File: src/core/ext_cap_pkg.sv
// Constants for the extended capability register bank: offsets, field
// positions, fixed field values and reset values.
// Assumes a 12-bit byte address space with one 32-bit word per register.
`default_nettype none

package ext_cap_pkg;

   // Bus shape
   localparam int ADDR_W = 12;
   localparam int DATA_W = 32;
   localparam int HDR_WORDS = 4;

   // Register byte offsets
   localparam logic [11:0] OFF_ERR_HDR0 = 12'h11c;
   localparam logic [11:0] OFF_ERR_HDR1 = 12'h120;
   localparam logic [11:0] OFF_ERR_HDR2 = 12'h124;
   localparam logic [11:0] OFF_ERR_HDR3 = 12'h128;
   localparam logic [11:0] OFF_SERIAL_CAP = 12'h180;
   localparam logic [11:0] OFF_UID_LOW = 12'h184;
   localparam logic [11:0] OFF_UID_HIGH = 12'h188;
   localparam logic [11:0] OFF_VCHAN_CAP = 12'h200;
   localparam logic [11:0] OFF_PORT_VCHAN_CAP1 = 12'h204;
   localparam logic [11:0] OFF_LOCK_STATUS = 12'h300;

   // Capability header field positions and values
   localparam int CAP_ID_LSB = 0;
   localparam int CAP_VER_LSB = 16;
   localparam int NEXT_PTR_LSB = 20;
   localparam logic [15:0] CAP_ID_SERIAL = 16'h0003;
   localparam logic [15:0] CAP_ID_VCHAN = 16'h0002;
   localparam logic [3:0] CAP_VERSION = 4'h1;
   localparam logic [11:0] NEXT_PTR_RESET = 12'h000;

   // Port VC capability one fields
   localparam int EXTRA_VC_LSB = 0;
   localparam int LP_EXTRA_VC_LSB = 4;
   localparam int ARB_REF_CLK_LSB = 8;
   localparam int ENTRY_SIZE_LSB = 10;
   localparam logic [2:0] EXTRA_VC_COUNT = 3'h0;
   localparam logic [2:0] LP_EXTRA_VC_COUNT = 3'h0;
   localparam logic [1:0] ARB_REF_CLK = 2'h0;
   localparam logic [1:0] ENTRY_SIZE_1BIT = 2'h0;
   localparam logic [1:0] ENTRY_SIZE_2BIT = 2'h1;
   localparam logic [1:0] ENTRY_SIZE_4BIT = 2'h2;
   localparam logic [1:0] ENTRY_SIZE_8BIT = 2'h3;

   // Lock and status register fields
   localparam int UNLOCK_BIT = 0;
   localparam int LOG_FULL_BIT = 1;
   localparam logic UNLOCK_RESET = 1'b0;

   // Reset values
   localparam logic [31:0] UID_RESET = 32'h0000_0000;
   localparam logic [31:0] HDR_RESET = 32'h0000_0000;

endpackage

`default_nettype wire

File: src/core/hdr_log_if.sv
// Carrier between the register bank and the error header store.
// Assumes both ends run on the same clock.
`timescale 1ns/1ns
`default_nettype none

interface hdr_log_if;
   logic capture;
   logic rearm;
   logic [127:0] header;
   logic [ext_cap_pkg::HDR_WORDS-1:0][31:0] words;
   logic full;

   modport store (input capture, input rearm, input header, output words, output full);
   modport user (output capture, output rearm, output header, input words, input full);
endinterface

`default_nettype wire

File: src/core/error_header_store.sv
// Sticky store for the four header words of the first logged error.
// Assumes only the fundamental reset clears it; hot resets never reach it.
`timescale 1ns/1ns
`default_nettype none

module error_header_store (
   // Clock and fundamental reset
   input wire logic i_clk,
   input wire logic i_srst,
   // Carrier to the register bank
   hdr_log_if.store log
);

   typedef struct packed {
      logic full;
      logic [ext_cap_pkg::HDR_WORDS-1:0][31:0] words;
   } store_state_t;

   store_state_t state_reg;
   store_state_t state_next;

   // Capture only while armed; a rearm in the same cycle as an error
   // lets that error in, so no event is lost to the clear
   always_comb begin
      state_next = state_reg;
      if (log.capture && (!state_reg.full || log.rearm)) begin
         for (int i = 0; i < ext_cap_pkg::HDR_WORDS; i++) begin
            state_next.words[i] = log.header[i*32 +: 32];
         end
         state_next.full = 1'b1;
      end else if (log.rearm) begin
         state_next.full = 1'b0;
      end
   end

   // Sticky: only the fundamental reset clears the words; a rearm clears just the full flag
   always_ff @(posedge i_clk) begin
      if (i_srst) begin
         state_reg.full <= 1'b0;
         for (int i = 0; i < ext_cap_pkg::HDR_WORDS; i++) begin
            state_reg.words[i] <= ext_cap_pkg::HDR_RESET;
         end
      end else begin
         state_reg <= state_next;
      end
   end

   assign log.words = state_reg.words;
   assign log.full = state_reg.full;

endmodule

`default_nettype wire

File: src/core/pcie_ext_cap_error_log_serial_vc.sv
// Extended configuration registers of one switch port: error header log,
// device serial number capability and virtual channel capability header.
// Assumes a same-clock register master and same-clock error logic.
`timescale 1ns/1ns
`default_nettype none

// Function
// First uncorrectable error header, four words, kept read-only and sticky, reset zero.
// Serial number header reads identifier 0x3 in bits 15 to 0.
// Serial and channel headers read version 0x1 in bits 19 to 16.
// Low identifier word is sticky, writable only while unlocked, reset zero.
// High identifier word is sticky, writable only while unlocked, reset zero.
// Channel header reads identifier 0x2 in bits 15 to 0.
// Next pointers in bits 31 to 20 writable when unlocked, reset zero.
// Extra channel count in bits 2 to 0 reads zero.
// Low priority extra channel count in bits 6 to 4 reads zero.
// Arbitration reference clock in bits 9 to 8 reads zero.
// Table entry size reads 0x2 upstream, 0x0 downstream.
// Fixed fields ignore writes; sticky fields survive all but fundamental reset.
module pcie_ext_cap_error_log_serial_vc #(
   parameter bit IS_UPSTREAM = 1'b1
) (
   // Clock and resets
   input wire logic i_clk,
   input wire logic i_srst,
   input wire logic i_hot_rst,
   // Register port
   input wire logic [ext_cap_pkg::ADDR_W-1:0] i_addr,
   input wire logic [ext_cap_pkg::DATA_W-1:0] i_wr_data,
   input wire logic i_wr_en,
   input wire logic i_rd_en,
   output logic [ext_cap_pkg::DATA_W-1:0] o_rd_data,
   output logic o_rd_valid,
   // Error logging
   input wire logic i_err_log_en,
   input wire logic [127:0] i_err_header,
   input wire logic i_err_rearm,
   output logic o_log_full,
   // Identifier to the rest of the port
   output logic [63:0] o_unique_id
);

   typedef struct packed {
      logic [31:0] rd_data;
      logic rd_valid;
      logic [31:0] uid_low;
      logic [31:0] uid_high;
      logic [11:0] serial_next_ptr;
      logic [11:0] vchan_next_ptr;
      logic unlock;
   } bank_state_t;

   localparam bank_state_t BANK_RESET = '{
      rd_data: 32'h0000_0000,
      rd_valid: 1'b0,
      uid_low: ext_cap_pkg::UID_RESET,
      uid_high: ext_cap_pkg::UID_RESET,
      serial_next_ptr: ext_cap_pkg::NEXT_PTR_RESET,
      vchan_next_ptr: ext_cap_pkg::NEXT_PTR_RESET,
      unlock: ext_cap_pkg::UNLOCK_RESET
   };

   // Entry size is fixed by the port's place in the switch
   localparam logic [1:0] ENTRY_SIZE = IS_UPSTREAM ?
      ext_cap_pkg::ENTRY_SIZE_4BIT : ext_cap_pkg::ENTRY_SIZE_1BIT;

   bank_state_t state_reg;
   bank_state_t state_next;

   hdr_log_if log ();

   // Header store keeps the first error until the error logic rearms it
   error_header_store u_store (
      .i_clk(i_clk),
      .i_srst(i_srst),
      .log(log)
   );

   // Error side feeds the store directly; it shares our clock
   assign log.capture = i_err_log_en;
   assign log.rearm = i_err_rearm;
   assign log.header = i_err_header;

   // Word address match, used by the write and read paths
   function automatic logic hits(input logic [11:0] addr, input logic [11:0] off);
      hits = (addr == off);
   endfunction

   // Capability header word from its identifier and next pointer
   function automatic logic [31:0] cap_header(input logic [15:0] id, input logic [11:0] ptr);
      logic [31:0] w;
      w = 32'h0000_0000;
      w[ext_cap_pkg::CAP_ID_LSB +: 16] = id;
      w[ext_cap_pkg::CAP_VER_LSB +: 4] = ext_cap_pkg::CAP_VERSION;
      w[ext_cap_pkg::NEXT_PTR_LSB +: 12] = ptr;
      return w;
   endfunction

   // Port VC capability one; reserved bits stay zero
   function automatic logic [31:0] port_vchan_cap1();
      logic [31:0] w;
      w = 32'h0000_0000;
      w[ext_cap_pkg::EXTRA_VC_LSB +: 3] = ext_cap_pkg::EXTRA_VC_COUNT;
      w[ext_cap_pkg::LP_EXTRA_VC_LSB +: 3] = ext_cap_pkg::LP_EXTRA_VC_COUNT;
      w[ext_cap_pkg::ARB_REF_CLK_LSB +: 2] = ext_cap_pkg::ARB_REF_CLK;
      w[ext_cap_pkg::ENTRY_SIZE_LSB +: 2] = ENTRY_SIZE;
      return w;
   endfunction

   // Read mux; unmapped addresses read as zero
   function automatic logic [31:0] read_word(input logic [11:0] addr, input bank_state_t s,
                                             input logic [3:0][31:0] hdr, input logic full);
      logic [31:0] w;
      w = 32'h0000_0000;
      if (hits(addr, ext_cap_pkg::OFF_ERR_HDR0)) w = hdr[0];
      if (hits(addr, ext_cap_pkg::OFF_ERR_HDR1)) w = hdr[1];
      if (hits(addr, ext_cap_pkg::OFF_ERR_HDR2)) w = hdr[2];
      if (hits(addr, ext_cap_pkg::OFF_ERR_HDR3)) w = hdr[3];
      if (hits(addr, ext_cap_pkg::OFF_SERIAL_CAP)) begin
         w = cap_header(ext_cap_pkg::CAP_ID_SERIAL, s.serial_next_ptr);
      end
      if (hits(addr, ext_cap_pkg::OFF_UID_LOW)) w = s.uid_low;
      if (hits(addr, ext_cap_pkg::OFF_UID_HIGH)) w = s.uid_high;
      if (hits(addr, ext_cap_pkg::OFF_VCHAN_CAP)) begin
         w = cap_header(ext_cap_pkg::CAP_ID_VCHAN, s.vchan_next_ptr);
      end
      if (hits(addr, ext_cap_pkg::OFF_PORT_VCHAN_CAP1)) w = port_vchan_cap1();
      if (hits(addr, ext_cap_pkg::OFF_LOCK_STATUS)) begin
         w[ext_cap_pkg::UNLOCK_BIT] = s.unlock;
         w[ext_cap_pkg::LOG_FULL_BIT] = full;
      end
      return w;
   endfunction

   // Next state: writes, hot reset, then the read answer
   always_comb begin
      state_next = state_reg;
      // Lock-writable fields move only while software has unlocked them
      if (i_wr_en && state_reg.unlock) begin
         if (hits(i_addr, ext_cap_pkg::OFF_UID_LOW)) begin
            state_next.uid_low = i_wr_data;
         end
         if (hits(i_addr, ext_cap_pkg::OFF_UID_HIGH)) begin
            state_next.uid_high = i_wr_data;
         end
         if (hits(i_addr, ext_cap_pkg::OFF_SERIAL_CAP)) begin
            state_next.serial_next_ptr = i_wr_data[ext_cap_pkg::NEXT_PTR_LSB +: 12];
         end
         if (hits(i_addr, ext_cap_pkg::OFF_VCHAN_CAP)) begin
            state_next.vchan_next_ptr = i_wr_data[ext_cap_pkg::NEXT_PTR_LSB +: 12];
         end
      end
      // The lock itself is always writable; the log-full bit is status only
      if (i_wr_en && hits(i_addr, ext_cap_pkg::OFF_LOCK_STATUS)) begin
         state_next.unlock = i_wr_data[ext_cap_pkg::UNLOCK_BIT];
      end
      // Hot reset clears non-sticky fields; identifier and log stay put
      if (i_hot_rst) begin
         state_next.serial_next_ptr = ext_cap_pkg::NEXT_PTR_RESET;
         state_next.vchan_next_ptr = ext_cap_pkg::NEXT_PTR_RESET;
         state_next.unlock = ext_cap_pkg::UNLOCK_RESET;
      end
      // Read data stand only in the cycle after the strobe, zero otherwise
      state_next.rd_valid = i_rd_en;
      state_next.rd_data = i_rd_en ? read_word(i_addr, state_reg, log.words, log.full) : 32'h0000_0000;
   end

   // Fundamental reset is the only one that clears sticky state
   always_ff @(posedge i_clk) begin
      if (i_srst) begin
         state_reg <= BANK_RESET;
      end else begin
         state_reg <= state_next;
      end
   end

   // Outputs straight from flip-flops
   assign o_rd_data = state_reg.rd_data;
   assign o_rd_valid = state_reg.rd_valid;
   assign o_unique_id = {state_reg.uid_high, state_reg.uid_low};
   assign o_log_full = log.full;
endmodule

`default_nettype wire

File: config.mk
export PLATFORM = sky130hd
export DESIGN_NAME = pcie_ext_cap_error_log_serial_vc
export DESIGN_NICKNAME = d
export VERILOG_FILES = /design/src/core/ext_cap_pkg.sv /design/src/core/hdr_log_if.sv /design/src/core/error_header_store.sv /design/src/core/pcie_ext_cap_error_log_serial_vc.sv
export SDC_FILE = /design/constraint.sdc
export NUM_CORES = 1
export LEC_CHECK = 0
export BUFFER_PORTS_ARGS = -buffer_cell sky130_fd_sc_hd__buf_4
export CORE_MARGIN = 3
export CORE_UTILIZATION = 29
export DETAILED_ROUTE_END_ITERATION = 8
export SLEW_MARGIN = 10
export SYNTH_ARGS = -nofsm -noshare
export SYNTH_HDL_FRONTEND = slang
export SYNTH_HIERARCHICAL = 1
export SYNTH_SLANG_ARGS = --single-unit
File: constraint.sdc
create_clock -name i_clk -period 2.1 [get_ports i_clk]
set_input_delay 0.315 -clock i_clk [delete_from_list [all_inputs] [get_ports i_clk]]
set_output_delay 0.315 -clock i_clk [all_outputs]
set_load 0.005 [all_outputs]
* After elaboration in Yosys (flattened, before gate mapping)
Cells that the tools add are included. W data, S select, Z words.
Word-level totals: bits in registers 251, input bits 179, output and inout bits 98, word-level logic and storage cells 51
Cells by class: equality and inequality tests 10, mux-type cells 12, bitwise gates (word level) 1, reductions and logical operators 14
Operators by type and width (number):
- $mux W32 | 8
- $eq A12 B9 Y1 const B | 7
- $eq A12 B10 Y1 const B | 3
- $mux W12 | 1
- $reduce_and A2 Y1 | 4
- $reduce_or A2 Y1 | 2
- $reduce_or A4 Y1 | 1
- $logic_and A1 B1 Y1 | 3
- $reduce_or A3 Y1 | 1
- $mux W1 | 2
- $mux W2 | 1
- $reduce_bool A2 Y1 | 1
- $logic_not A1 Y1 | 1
- $logic_or A1 B1 Y1 | 1
- $not A1 Y1 | 1

* Depth between registers and ports, before layout
Gate-level depths: netlist (run 1).
depth in word-level cells 11, gate-level depth with buffers 9, mapped depth without buffers 5

* Cells and area by module
The synthesis (run 1) kept the hierarchy.
Modules (own cells, without submodules):
- pcie_ext_cap_error_log_serial_vc | instances 1, cells each 902, area an instance 6832.8 um^2, sequential area each 2442.3 um^2
- error_header_store | instances 1, cells each 559, area an instance 5876.9 um^2, sequential area each 2582.5 um^2

* Least setup slack after synthesis (run 1)
No wires, ideal clock.
kind input -> register, from input i_addr[0] (netlist name), to register state_reg (netlist bit o_rd_data[21]), library setup time 0.136 ns, arrival time 1.740 ns, required time 1.964 ns, path slack 0.224 ns, cell stages on the path 6, path buffers 1, cells stage by stage clkbuf_2 -> nor4b_1 -> nand4_1 -> o221ai_1 -> a31o_2 -> a31oi_1
Between the ends: longest elaborated chain between the ends 9, elaborated cells between the ends (all ways) 18, classes of those cells eq/ne: 9; mux: 8; reduce/logical: 1
RTL lines:
- from (decl) | line pcie_ext_cap_error_log_serial_vc.sv:28 | input wire logic [ext_cap_pkg::ADDR_W-1:0] i_addr,
- $eq A12 B9 Y1 | line pcie_ext_cap_error_log_serial_vc.sv:86 | hits = (addr == off);
- $mux W32 | line pcie_ext_cap_error_log_serial_vc.sv:115 | if (hits(addr, ext_cap_pkg::OFF_ERR_HDR0)) w = hdr[0];
- $mux W32 | line pcie_ext_cap_error_log_serial_vc.sv:116 | if (hits(addr, ext_cap_pkg::OFF_ERR_HDR1)) w = hdr[1];
- $mux W32 | line pcie_ext_cap_error_log_serial_vc.sv:117 | if (hits(addr, ext_cap_pkg::OFF_ERR_HDR2)) w = hdr[2];
- $mux W32 | line pcie_ext_cap_error_log_serial_vc.sv:118 | if (hits(addr, ext_cap_pkg::OFF_ERR_HDR3)) w = hdr[3];
- $mux W32 | line pcie_ext_cap_error_log_serial_vc.sv:119 | if (hits(addr, ext_cap_pkg::OFF_SERIAL_CAP)) begin
- $mux W32 | line pcie_ext_cap_error_log_serial_vc.sv:122 | if (hits(addr, ext_cap_pkg::OFF_UID_LOW)) w = s.uid_low;
- $mux W32 | line pcie_ext_cap_error_log_serial_vc.sv:123 | if (hits(addr, ext_cap_pkg::OFF_UID_HIGH)) w = s.uid_high;
- $mux W32 | line pcie_ext_cap_error_log_serial_vc.sv:124 | if (hits(addr, ext_cap_pkg::OFF_VCHAN_CAP)) begin
- to (signal assigned) | line pcie_ext_cap_error_log_serial_vc.sv:173 | state_reg <= state_next;
- to (decl) | line pcie_ext_cap_error_log_serial_vc.sv:67 | bank_state_t state_reg;
Parallel ways exist; a longest one is shown, timed or not. A chain may end at the register's enable or synchronous reset.

* Worst setup path in the final report (run 1)
from input i_addr[6] (netlist name), to register state_reg (netlist bit o_rd_data[11])
Between the ends: longest elaborated chain between the ends 10, elaborated cells between the ends (all ways) 18, classes of those cells eq/ne: 9; mux: 9
RTL lines:
- $eq A12 B9 Y1 | line pcie_ext_cap_error_log_serial_vc.sv:86
- $mux W32 | line pcie_ext_cap_error_log_serial_vc.sv:115
- $mux W32 | line pcie_ext_cap_error_log_serial_vc.sv:116
- $mux W32 | line pcie_ext_cap_error_log_serial_vc.sv:117
- $mux W32 | line pcie_ext_cap_error_log_serial_vc.sv:118
- $mux W32 | line pcie_ext_cap_error_log_serial_vc.sv:119
- $mux W32 | line pcie_ext_cap_error_log_serial_vc.sv:122
- $mux W32 | line pcie_ext_cap_error_log_serial_vc.sv:123
- $mux W32 | line pcie_ext_cap_error_log_serial_vc.sv:124
- $mux W12 * | line pcie_ext_cap_error_log_serial_vc.sv:127 | if (hits(addr, ext_cap_pkg::OFF_PORT_VCHAN_CAP1)) w = port_vchan_cap1();
Every way passes the cells marked *; elsewhere a longest branch is shown, timed or not.

==> results of run 1 <==
[synthesized netlist by cell type (5+ instances only)]
master     number
a21oi_1       129
a31oi_1        13
a22oi_1         8
nand2_1       192
nand3_1        31
buf_4          98
and3_1          7
o22ai_1         8
buf_2          28
clkbuf_1       56
nor2_1         34
nor3_1          8
o211ai_1       17
o2bb2ai_1      16
buf_6           6
nand2b_1      264
mux2_2          5
mux2i_1       138
buf_12         13
dfxtp_1       251
o21ai_0        37
inv_1          10
a221oi_1       21
[what timing repair did]
action                                 CTS  global route
buffers inserted                         0             0
setup endpoints to repair                0             0
endpoints found under the hold margin   38             0
hold buffers                            27             0
[final cells by class]
cell class                      instances  area [sq um]  share of cell area [%]
Antenna cell                            2         5.005                 0.03095
Clock buffer                           35         778.2                   4.813
Clock inverter                         18         175.2                   1.083
Inverter                               11         41.29                  0.2554
Multi-Input combinational cell        995          6236                   38.57
Sequential cell                       251          5025                   31.08
Tap cell                              585         732.0                   4.527
Timing Repair Buffer                  387          3177                   19.65
[layout by cell type, fill, tap and decap left out, types with 29 or more instances in the layout]
cell | netlist | layout
a21oi_1 | 129 | 129
nor2_1 | 34 | 34
nand2_1 | 192 | 192
nand2b_1 | 264 | 264
o21ai_0 | 37 | 37
nand3_1 | 31 | 31
dfxtp_1 | 251 | 251
buf_4 | 98 | 343
clkbuf_16 | 0 | 29
mux2i_1 | 138 | 138
[worst max-delay path: cells and delay by family]
family                 cells  cell delay, ns
AND/OR/NAND/NOR            3            0.70
AO/OA/AOI/OAI              2            0.53
buffers and inverters      3            0.54
[metal layers]
layer  vias to the layer above  track usage [%]  part of all wire, %
met3                        39            3.464                  6.7
met5                         -                0                    0
met1                      5106            27.18                   49
met4                         0            3.635                  1.3
met2                       314            26.79                   42
li1                       5298                -                    -
[final timing paths]
check	from	end	slack, ns	depth (start not counted)
max	i_addr[6]	o_rd_data[11]	0.48	8
min	i_err_header[26]	u_store/log.words[26]	0.03	3
max reg2reg	state_reg[0]	o_unique_id[6]	0.50	5
min reg2reg	state_reg[13]	state_reg[13]	0.45	2
[cell families (layout without fill, tap and decap cells)]
group | after synthesis | count (layout) | share of synthesized area [%]
simple gates | 577 | 577 | 24.25
xor+xnor | 1 | 1 | 0.06892
compound gates | 274 | 274 | 13.29
buf+inv | 215 | 451 | 11.55
mux | 143 | 143 | 11.31
flops | 251 | 251 | 39.54
other cells | 0 | 2 | 0
[through the flow]
stage                     TNS (ns)  hold WS, ns
after global placement      -2.248       0.4372
after CTS                        0    0.0001948
after detailed placement    -1.281       0.4437
final                            0      0.02519
after global routing             0      0.01816
after floorplan                  0       0.4294
[power by group]
group	switching (uW)	leakage (uW)	internal [uW]
clock network	2090	0.000480	3000
logic	523	0.00387	586
registers	95.6	0.00205	4930
==> run summary, run 1 <==
post-synth top area share - 39.54%
Routed WL - 43,790 microns
Root Buffer - clkbuf_16
number of synthesized flops with an enable pin - 0
Worst VDD drop - 0.6445 mV
Slew headroom - 65.09%
Non-Filler Instances - 2,284
post-DR vias/cell - 4.710
Largest Register - u_store/log.words
Setup WS pre-CTS - -0.1144 ns
Warnings, synthesis - 6
pin count of the biggest net entering global routing - 128
Syn Area/Cell - 8.699 sq um
CP max-delay cell - a221o_1
max reg flops - 128
run status - completed
drt first pass iters - 5
Detail Placement HPWL - 32,750 microns
Hold Crit Class - input port to flip-flop
worst setup margin - 0.4781 ns
Crit Path Category - input port to flip-flop
routability congestion estimate - 0.8646
placed insts - 2,202
grt ovf - 0
post-synthesis sequential area ratio - 39.54%
first-pass GRT wire length - 65,610 microns
initial antenna violation count - 2
Setup violations, final - 0
DP Area - 14,940 sq um
Worst Path Max Fanout - 9
Pins Over Slew Limit - 0
vias in the first global route - 10,488
min Tclk post-route - 1.622 ns
fin crit share - 77.23%
Max stage delay on crit path - 0.32 ns
I/O pin count - 277
fin util - 37.45%
# rows - 76
CTS tree - built
Synth area leader - dfxtp_1
top cells by area, synth - dfxtp_1, nand2b_1, mux2i_1
static leakage - 0.006391 uW
Clock Sinks - 251
Die W - 215.3 microns
crit path cell chain - buf_4 -> nor3_1 -> buf_4 -> nand4_1 -> buf_4 -> or2_2 -> a221o_1 -> a21oi_1
cell mode on critical path - buf_4
Clk pin slew, worst setup/hold paths - 0.06 ns
Placeable Area - 43,170 sq um
Netlist cell types - 61
Cell Area, Synth - 12,710 sq um
CP startpoint kind - input port
residual DRC count - 0
max cap viols - 0
via count - 10,757
post-cts resize count - 0
Num CTS Buffers - 29
average wire per standard cell - 19.17 microns
# H-tree levels - 1
P per Cell Area - 693.9 nW/um^2
Worst-Margin Slew - 0.5188 ns
WP data required - 2.56 ns
Skew-Pair Late Insertion Delay - 0.56 ns
#FFs+latches synth - 251
Die ar. - 46,370 sq um
share of post-route cells with drive strength above 1 - 25.57%
WP data arrival - 2.08 ns
Global Route Usage Sum - 18.07%
clk buf depth - 3
P&R area growth vs syn - 27.22%
Main synth FF type - dfxtp_1
Initial Utilization - 29.44%
Fillers - 4,487
total power draw - 11,220 uW
Synth Instances - 1,461
RSZ-0062 raised after global routing - no
Layout Cell Area excl Fill - 16,170 sq um
fraction of registers with async set or reset after synthesis - 0%
PortBufs - 276
nets - 1,854
post-route antenna net violation count - 0
Hold Fails Final Rpt - 0
Initial DRC Count - 745
Max Clk Rate - 0.6166 GHz
chip height - 215.3 microns
Syn Nets - 1,640
Crit. End Element - flip-flop
Clock Skew - 0.01028 ns
Note: power is estimated with default switching activity, not from simulation.
==> inputs of run 2 (changes only) <==
- clock period: 2.1 -> 1.7 ns (I/O delays scaled with it)
==> run 2 against run 1 <==
  * Utilization up 4.3 points
  * Routed wire length rose by 3.6%
  * Final cell count up 8.1%
  * Setup slack got worse by 0.47 ns
  * Global-route usage grew 0.74 points
  * Sequential power grew 24%
  * Via count grew 7.6%
  * Sequential share of layout area shrank 3.2 points
  * Register-to-register slack worse by 0.26 ns
  * Worst hold slack gained 0.010 ns
  * First-iteration DRC count rose by 5.6%
  * Largest cell class unchanged
==> run summary, run 2 (synthesis gave the netlist of run 1 again) <==
via count - 11,577 (+7.6%)
CP max-delay cell - nor4_1
min Tclk post-route - 1.690 ns
routability congestion estimate - 0.8498 (-1.7%)
Clk pin slew, worst setup/hold paths - 0.06 ns (about the same)
first-pass GRT wire length - 68,950 microns (+5.1%)
drt first pass iters - 5 (unchanged)
hold depth - 4 (+1)
initial antenna violation count - 5 (+3)
commonest non-fill, non-tap cell in the layout - buf_4
Setup WS pre-CTS - -0.4393 ns (-0.3249 ns)
P&R area growth vs syn - 41.80%
Hold Fails Final Rpt - 0 (unchanged)
WP data required - 2.11 ns (-0.45 ns)
pin count of the biggest net entering global routing - 134 (+4.7%)
residual DRC count - 0 (unchanged)
setup bufs post-CTS - 0 (unchanged)
crit path from - i_addr[7]
R2R cell count - 4 (-1)
worst setup margin - 0.01023 ns (-0.4679 ns)
Fin Setup TNS - 0 ns (unchanged)
Pins Over Slew Limit - 0 (unchanged)
Initial Utilization - 29.44% (unchanged)
share of post-route cells with drive strength above 1 - 26.08% (+0.50 points)
Hold Crit Class - input port to flip-flop
max reg flops - 128 (unchanged)
Placeable Area - 43,170 sq um (unchanged)
static leakage - 0.007235 uW (+13%)
nets - 2,035 (+9.8%)
Worst VDD drop - 0.5564 mV (-14%)
Worst Path Max Fanout - 8 (-1)
clk buf depth - 3 (unchanged)
Max stage delay on crit path - 0.57 ns (+0.25 ns)
Worst-Margin Slew - 0.6287 ns (+0.1099 ns)
Setup violations, final - 0 (unchanged)
Clock Sinks - 251 (unchanged)
worst path buffer plus inverter count - 4 (+1)
I/O pin count - 277 (unchanged)
WP data arrival - 2.10 ns (+0.02 ns)
Worst R2R Start - u_store/log.full
Initial DRC Count - 787 (+5.6%)
Largest Register - u_store/log.words
crit path cell chain - buf_4 -> buf_4 -> nor2b_1 -> buf_4 -> and4_1 -> buf_4 -> nor4_1 -> o31ai_1
Max Clk Rate - 0.5918 GHz
max cap viols - 0 (unchanged)
CP Depth - 8 (unchanged)
Clock Skew - 0.01290 ns (+0.002625 ns)
Crit Path Category - input port to flip-flop
grt ovf - 0 (unchanged)
RSZ-0062 raised after global routing - no
WHS Endpoint - u_store/log.full
Root Buffer - clkbuf_16
post-DR vias/cell - 4.691 (-0.40%)
post-route antenna net violation count - 0 (unchanged)
total power draw - 14,730 uW (+31%)
Crit. End Element - flip-flop
# rows - 76 (unchanged)
Num CTS Buffers - 30 (+3.4%)
R2R Path End - u_store/log.words[95]
CP startpoint kind - input port
Detail Placement HPWL - 33,180 microns (+1.3%)
cell mode on critical path - buf_4
PortBufs - 276 (unchanged)
P per Cell Area - 817.5 nW/um^2 (+18%)
average wire per standard cell - 18.39 microns (-4.1%)
post-cts resize count - 0 (unchanged)
CTS tree - built
flop-to-flop setup slack - 0.24 ns (-0.26 ns)
# H-tree levels - 1 (unchanged)
Fillers - 4,316 (-3.8%)
Slew headroom - 57.70% (-7.4 points)
fin crit share - 99.40%
hold path start - i_err_rearm
Die W - 215.3 microns (unchanged)
CP top delay family - simple AND/OR/NAND/NOR gates
DP Area - 15,370 sq um (+2.9%)
Global Route Usage Sum - 18.81% (+0.74 points)
chip height - 215.3 microns (unchanged)
most frequent cells in the layout - buf_4, nand2b_1, dfxtp_1
Die ar. - 46,370 sq um (unchanged)
Layout Cell Area excl Fill - 18,020 sq um (+11%)
vias in the first global route - 11,667 (+11%)
Routed WL - 45,390 microns (+3.6%)
run status - completed
Skew-Pair Late Insertion Delay - 0.57 ns (about the same)
-- run 2: cell types whose count changed in the layout (fill, tap and decap cells not counted), moves of 2 or more --
cell,change
dlygate4sd3_1,+132
buf_4,+45
clkbuf_8,+4
buf_12,+3
clkbuf_16,+2
clkinv_2,-2
clkinv_4,-2
diode_2,+2
nor3_1,-2
nor3_2,+2
-- run 2: repair_timing --
| action | in CTS | in global routing |
|---|---|---|
| hold endpoints to repair | 216 | 0 |
| hold buffers | 159 | 0 |
| setup endpoints to repair | 0 | 1 |
-- run 2: worst max-delay path by stage --
stage / endpoint / slack (ns)
after global placement: o_rd_data[0] / -0.46
after CTS: o_log_full / 0.13
final: o_rd_data[0] / 0.01
after floorplan: o_unique_id[43] / -0.05
after detailed placement: o_rd_data[0] / -0.44
after global routing: o_rd_data[0] / 0.02
-- run 2: tightest hold or removal path, cell delays in order --
cell,delay (ns)
buf_4,0.08
inv_2,0.04
a21oi_1,0.13
nor2_1,0.04
-- run 2: layout make-up --
type / instances / area (sq um) / area share, %
sequential: 251 / 5025 / 27.88
inverter: 11 / 41.29 / 0.2291
timing repair buffer: 567 / 4898 / 27.18
multi-input combinational: 995 / 6264 / 34.75
clock inverter: 16 / 186.4 / 1.034
antenna: 4 / 10.01 / 0.05554
clock buffer: 39 / 865.8 / 4.804
tap: 585 / 732.0 / 4.061
-- run 2: power by group --
group | total, uW | internal, uW | switching [uW]
Clock | 6820 | 4170 | 2650
Sequential | 6210 | 6090 | 118
Combinational | 1710 | 985 | 724
-- run 2: routing by layer --
| layer | global-route usage (%) | up-vias | wire length [microns] | share of wire (%) |
|---|---|---|---|---|
| met2 | 28.50 | 395 | 19370 | 43 |
| met4 | 5.332 | 2 | 1104 | 2.4 |
| met5 | 0 | - | 13 | 0.029 |
| met3 | 3.408 | 68 | 2993 | 6.6 |
| met1 | 27.31 | 5443 | 21910 | 48 |
| li1 | - | 5669 | - | - |
-- run 2: metrics by stage --
| stage | hold slack [ns] | std cells | utilization (%) |
|---|---|---|---|
| 3_5_place_dp | 0.4446 | 2250 | 35.60 |
| 4_1_cts | 0.0005944 | 2464 | 41.72 |
| 6_report | 0.03517 | 2468 | 41.75 |
| 3_3_place_gp | 0.4370 | 2250 | 35.60 |
| 2_1_floorplan | 0.3724 | 1461 | - |
| 5_1_grt | 0.01852 | 2468 | 41.75 |
==> inputs of run 3 (changes only) <==
==> constraint.sdc (replaced) <==
create_clock -name i_clk -period 1.7 [get_ports i_clk]
set_input_delay 0.255 -clock i_clk [delete_from_list [all_inputs] [get_ports i_clk]]
set_output_delay 0.255 -clock i_clk [all_outputs]
set_load 0.1 [all_outputs]
==> run 3 against run 2 <==
  * Clock power shrank 8.2%
  * Register-to-register slack got worse by 0.03 ns
  * Maximum frequency is 3.1% higher
  * Via count down 0.35%
  * Setup slack improved by 0.051 ns
  * Utilization shrank 0.11 points
  * Combinational power about the same
  * Power decreased by 3.7%
  * Sequential power about the same
  * Cell area is 0.27% lower
==> run summary, run 3 (synthesis gave the netlist of run 1 again) <==
run status - completed
P per Cell Area - 789.2 nW/um^2 (-3.5%)
drt first pass iters - 6 (+1)
WP data arrival - 1.38 ns (-0.72 ns)
static leakage - 0.007203 uW (-0.45%)
Detail Placement HPWL - 33,620 microns (+1.3%)
average wire per standard cell - 18.32 microns (-0.36%)
Num CTS Buffers - 30 (unchanged)
PortBufs - 276 (unchanged)
via count - 11,536 (-0.35%)
crit path cell chain - buf_4
DP Area - 15,400 sq um (+0.24%)
R2R Path End - o_unique_id[27]
Non-Filler Instances - 2,474 (+0.24%)
post-DR vias/cell - 4.663 (-0.60%)
Crit. End Element - output port
crit path from - o_unique_id[11]
Hold Crit Class - input port to flip-flop
Max stage delay on crit path - 0.48 ns (-0.09 ns)
Layout Cell Area excl Fill - 17,970 sq um (-0.27%)
CP top delay family - flip-flops
CP Depth - 1 (-7)
Hold Fails Final Rpt - 0 (unchanged)
share of post-route cells with drive strength above 1 - 26.10% (about the same)
# rows - 76 (unchanged)
R2R cell count - 5 (+1)
total power draw - 14,180 uW (-3.7%)
Global Route Usage Sum - 18.77% (-0.038 points)
Slew headroom - 63.55% (+5.8 points)
CP max-delay cell - dfxtp_1
Fin Setup TNS - 0 ns (unchanged)
Worst VDD drop - 0.5605 mV (+0.74%)
clk buf depth - 3 (unchanged)
Root Buffer - clkbuf_16
first-pass GRT wire length - 68,590 microns (-0.52%)
Setup violations, final - 0 (unchanged)
Worst R2R Start - state_reg[0]
Worst Path Max Fanout - 3 (-5)
chip height - 215.3 microns (unchanged)
pin count of the biggest net entering global routing - 80 (-40%)
CTS tree - built
nets - 2,039 (+0.20%)
max reg flops - 128 (unchanged)
worst setup margin - 0.06126 ns (+0.05103 ns)
routability congestion estimate - 0.8761 (+3.1%)
I/O pin count - 277 (unchanged)
Pins Over Slew Limit - 0 (unchanged)
Routed WL - 45,330 microns (-0.12%)
CP startpoint kind - flip-flop
Setup WS pre-CTS - -0.3919 ns (+0.04742 ns)
Die ar. - 46,370 sq um (unchanged)
Clock Skew - 0.01289 ns (-0.00001370 ns)
worst path buffer plus inverter count - 1 (-3)
Initial Utilization - 29.44% (unchanged)
Die W - 215.3 microns (unchanged)
flop-to-flop setup slack - 0.21 ns (-0.03 ns)
# H-tree levels - 1 (unchanged)
initial antenna violation count - 11 (+6)
Clk pin slew, worst setup/hold paths - 0.06 ns (about the same)
min Tclk post-route - 1.639 ns (-0.05103 ns)
Crit Path Category - flip-flop to output port
RSZ-0062 raised after global routing - no
Initial DRC Count - 826 (+5.0%)
commonest non-fill, non-tap cell in the layout - buf_4
vias in the first global route - 11,464 (-1.7%)
post-cts resize count - 0 (unchanged)
Max Clk Rate - 0.6102 GHz (+3.1%)
P&R area growth vs syn - 41.42%
residual DRC count - 0 (unchanged)
fin crit share - 96.40% (-3.0 points)
Largest Register - u_store/log.words
max cap viols - 0 (unchanged)
WP data required - 1.44 ns (-0.67 ns)
placed insts - 2,255 (+0.22%)
worst setup path endpoint - o_unique_id[11]
Clock Sinks - 251 (unchanged)
Worst-Margin Slew - 0.5418 ns (-0.08688 ns)
most frequent cells in the layout - buf_4, nand2b_1, dfxtp_1
Placeable Area - 43,170 sq um (unchanged)
Skew-Pair Late Insertion Delay - 0.56 ns (about the same)
grt ovf - 0 (unchanged)
post-route antenna net violation count - 0 (unchanged)
run 3: changes by cell type in the layout (fill, tap and decap cells not counted), moves of 2 or more:
cell       delta
clkinv_2      -3
clkbuf_1      +3
buf_4         +5
diode_2       +4
bufinv_16     -3
clkinv_4      +2
run 3: cell type report:
cell class,count,area (sq um)
Clock inverter,11,90.09
Tap cell,585,732.0
Antenna cell,8,20.02
Multi-Input combinational cell,995,6264
Clock buffer,42,877.1
Timing Repair Buffer,571,4923
Sequential cell,251,5026
Inverter,11,41.29
Fill cell,4292,25200
run 3: power breakdown:
part / switching (uW) / total, uW / internal [uW] / leakage [uW]
sequential: 125 / 6210 / 6090 / 0.00205
clock: 2540 / 6260 / 3720 / 0.000481
combinational: 736 / 1710 / 976 / 0.00468
total: 3400 / 14200 / 10800 / 0.00720
run 3: how the worst min path moves through the flow:
stage                startpoint                    end  slack [ns]  depth (start not counted)
2_1_floorplan      i_err_log_en       u_store/log.full        0.37                          2
3_3_place_gp      state_reg[19]          state_reg[19]        0.44                          2
3_5_place_dp       state_reg[2]           state_reg[2]        0.44                          2
4_1_cts        i_err_header[37]  u_store/log.words[37]      0.0007                          3
5_1_grt        i_err_header[90]  u_store/log.words[90]        0.01                          3
6_report       i_err_header[37]  u_store/log.words[37]        0.02                          3
run 3: stage by stage:
stage / util, % / hold slack (ns)
5_1_grt: 41.63 / 0.01142
3_3_place_gp: 35.68 / 0.4372
4_1_cts: 41.59 / 0.0007455
2_1_floorplan: - / 0.3723
6_report: 41.63 / 0.02130
3_5_place_dp: 35.68 / 0.4432
run 3: what timing repair did:
item / CTS / global route
endpoints found under the hold margin: 215 / 0
hold buffers: 158 / 0
buffers inserted: 0 / 0
run 3: metal layers:
metal,share of wire [%],track usage (%),vias to the layer above
met5,0.12,0,-
li1,-,-,5684
met1,48,27.07,5388
met3,6.5,3.733,70
met4,2.4,5.530,6
met2,43,28.31,388
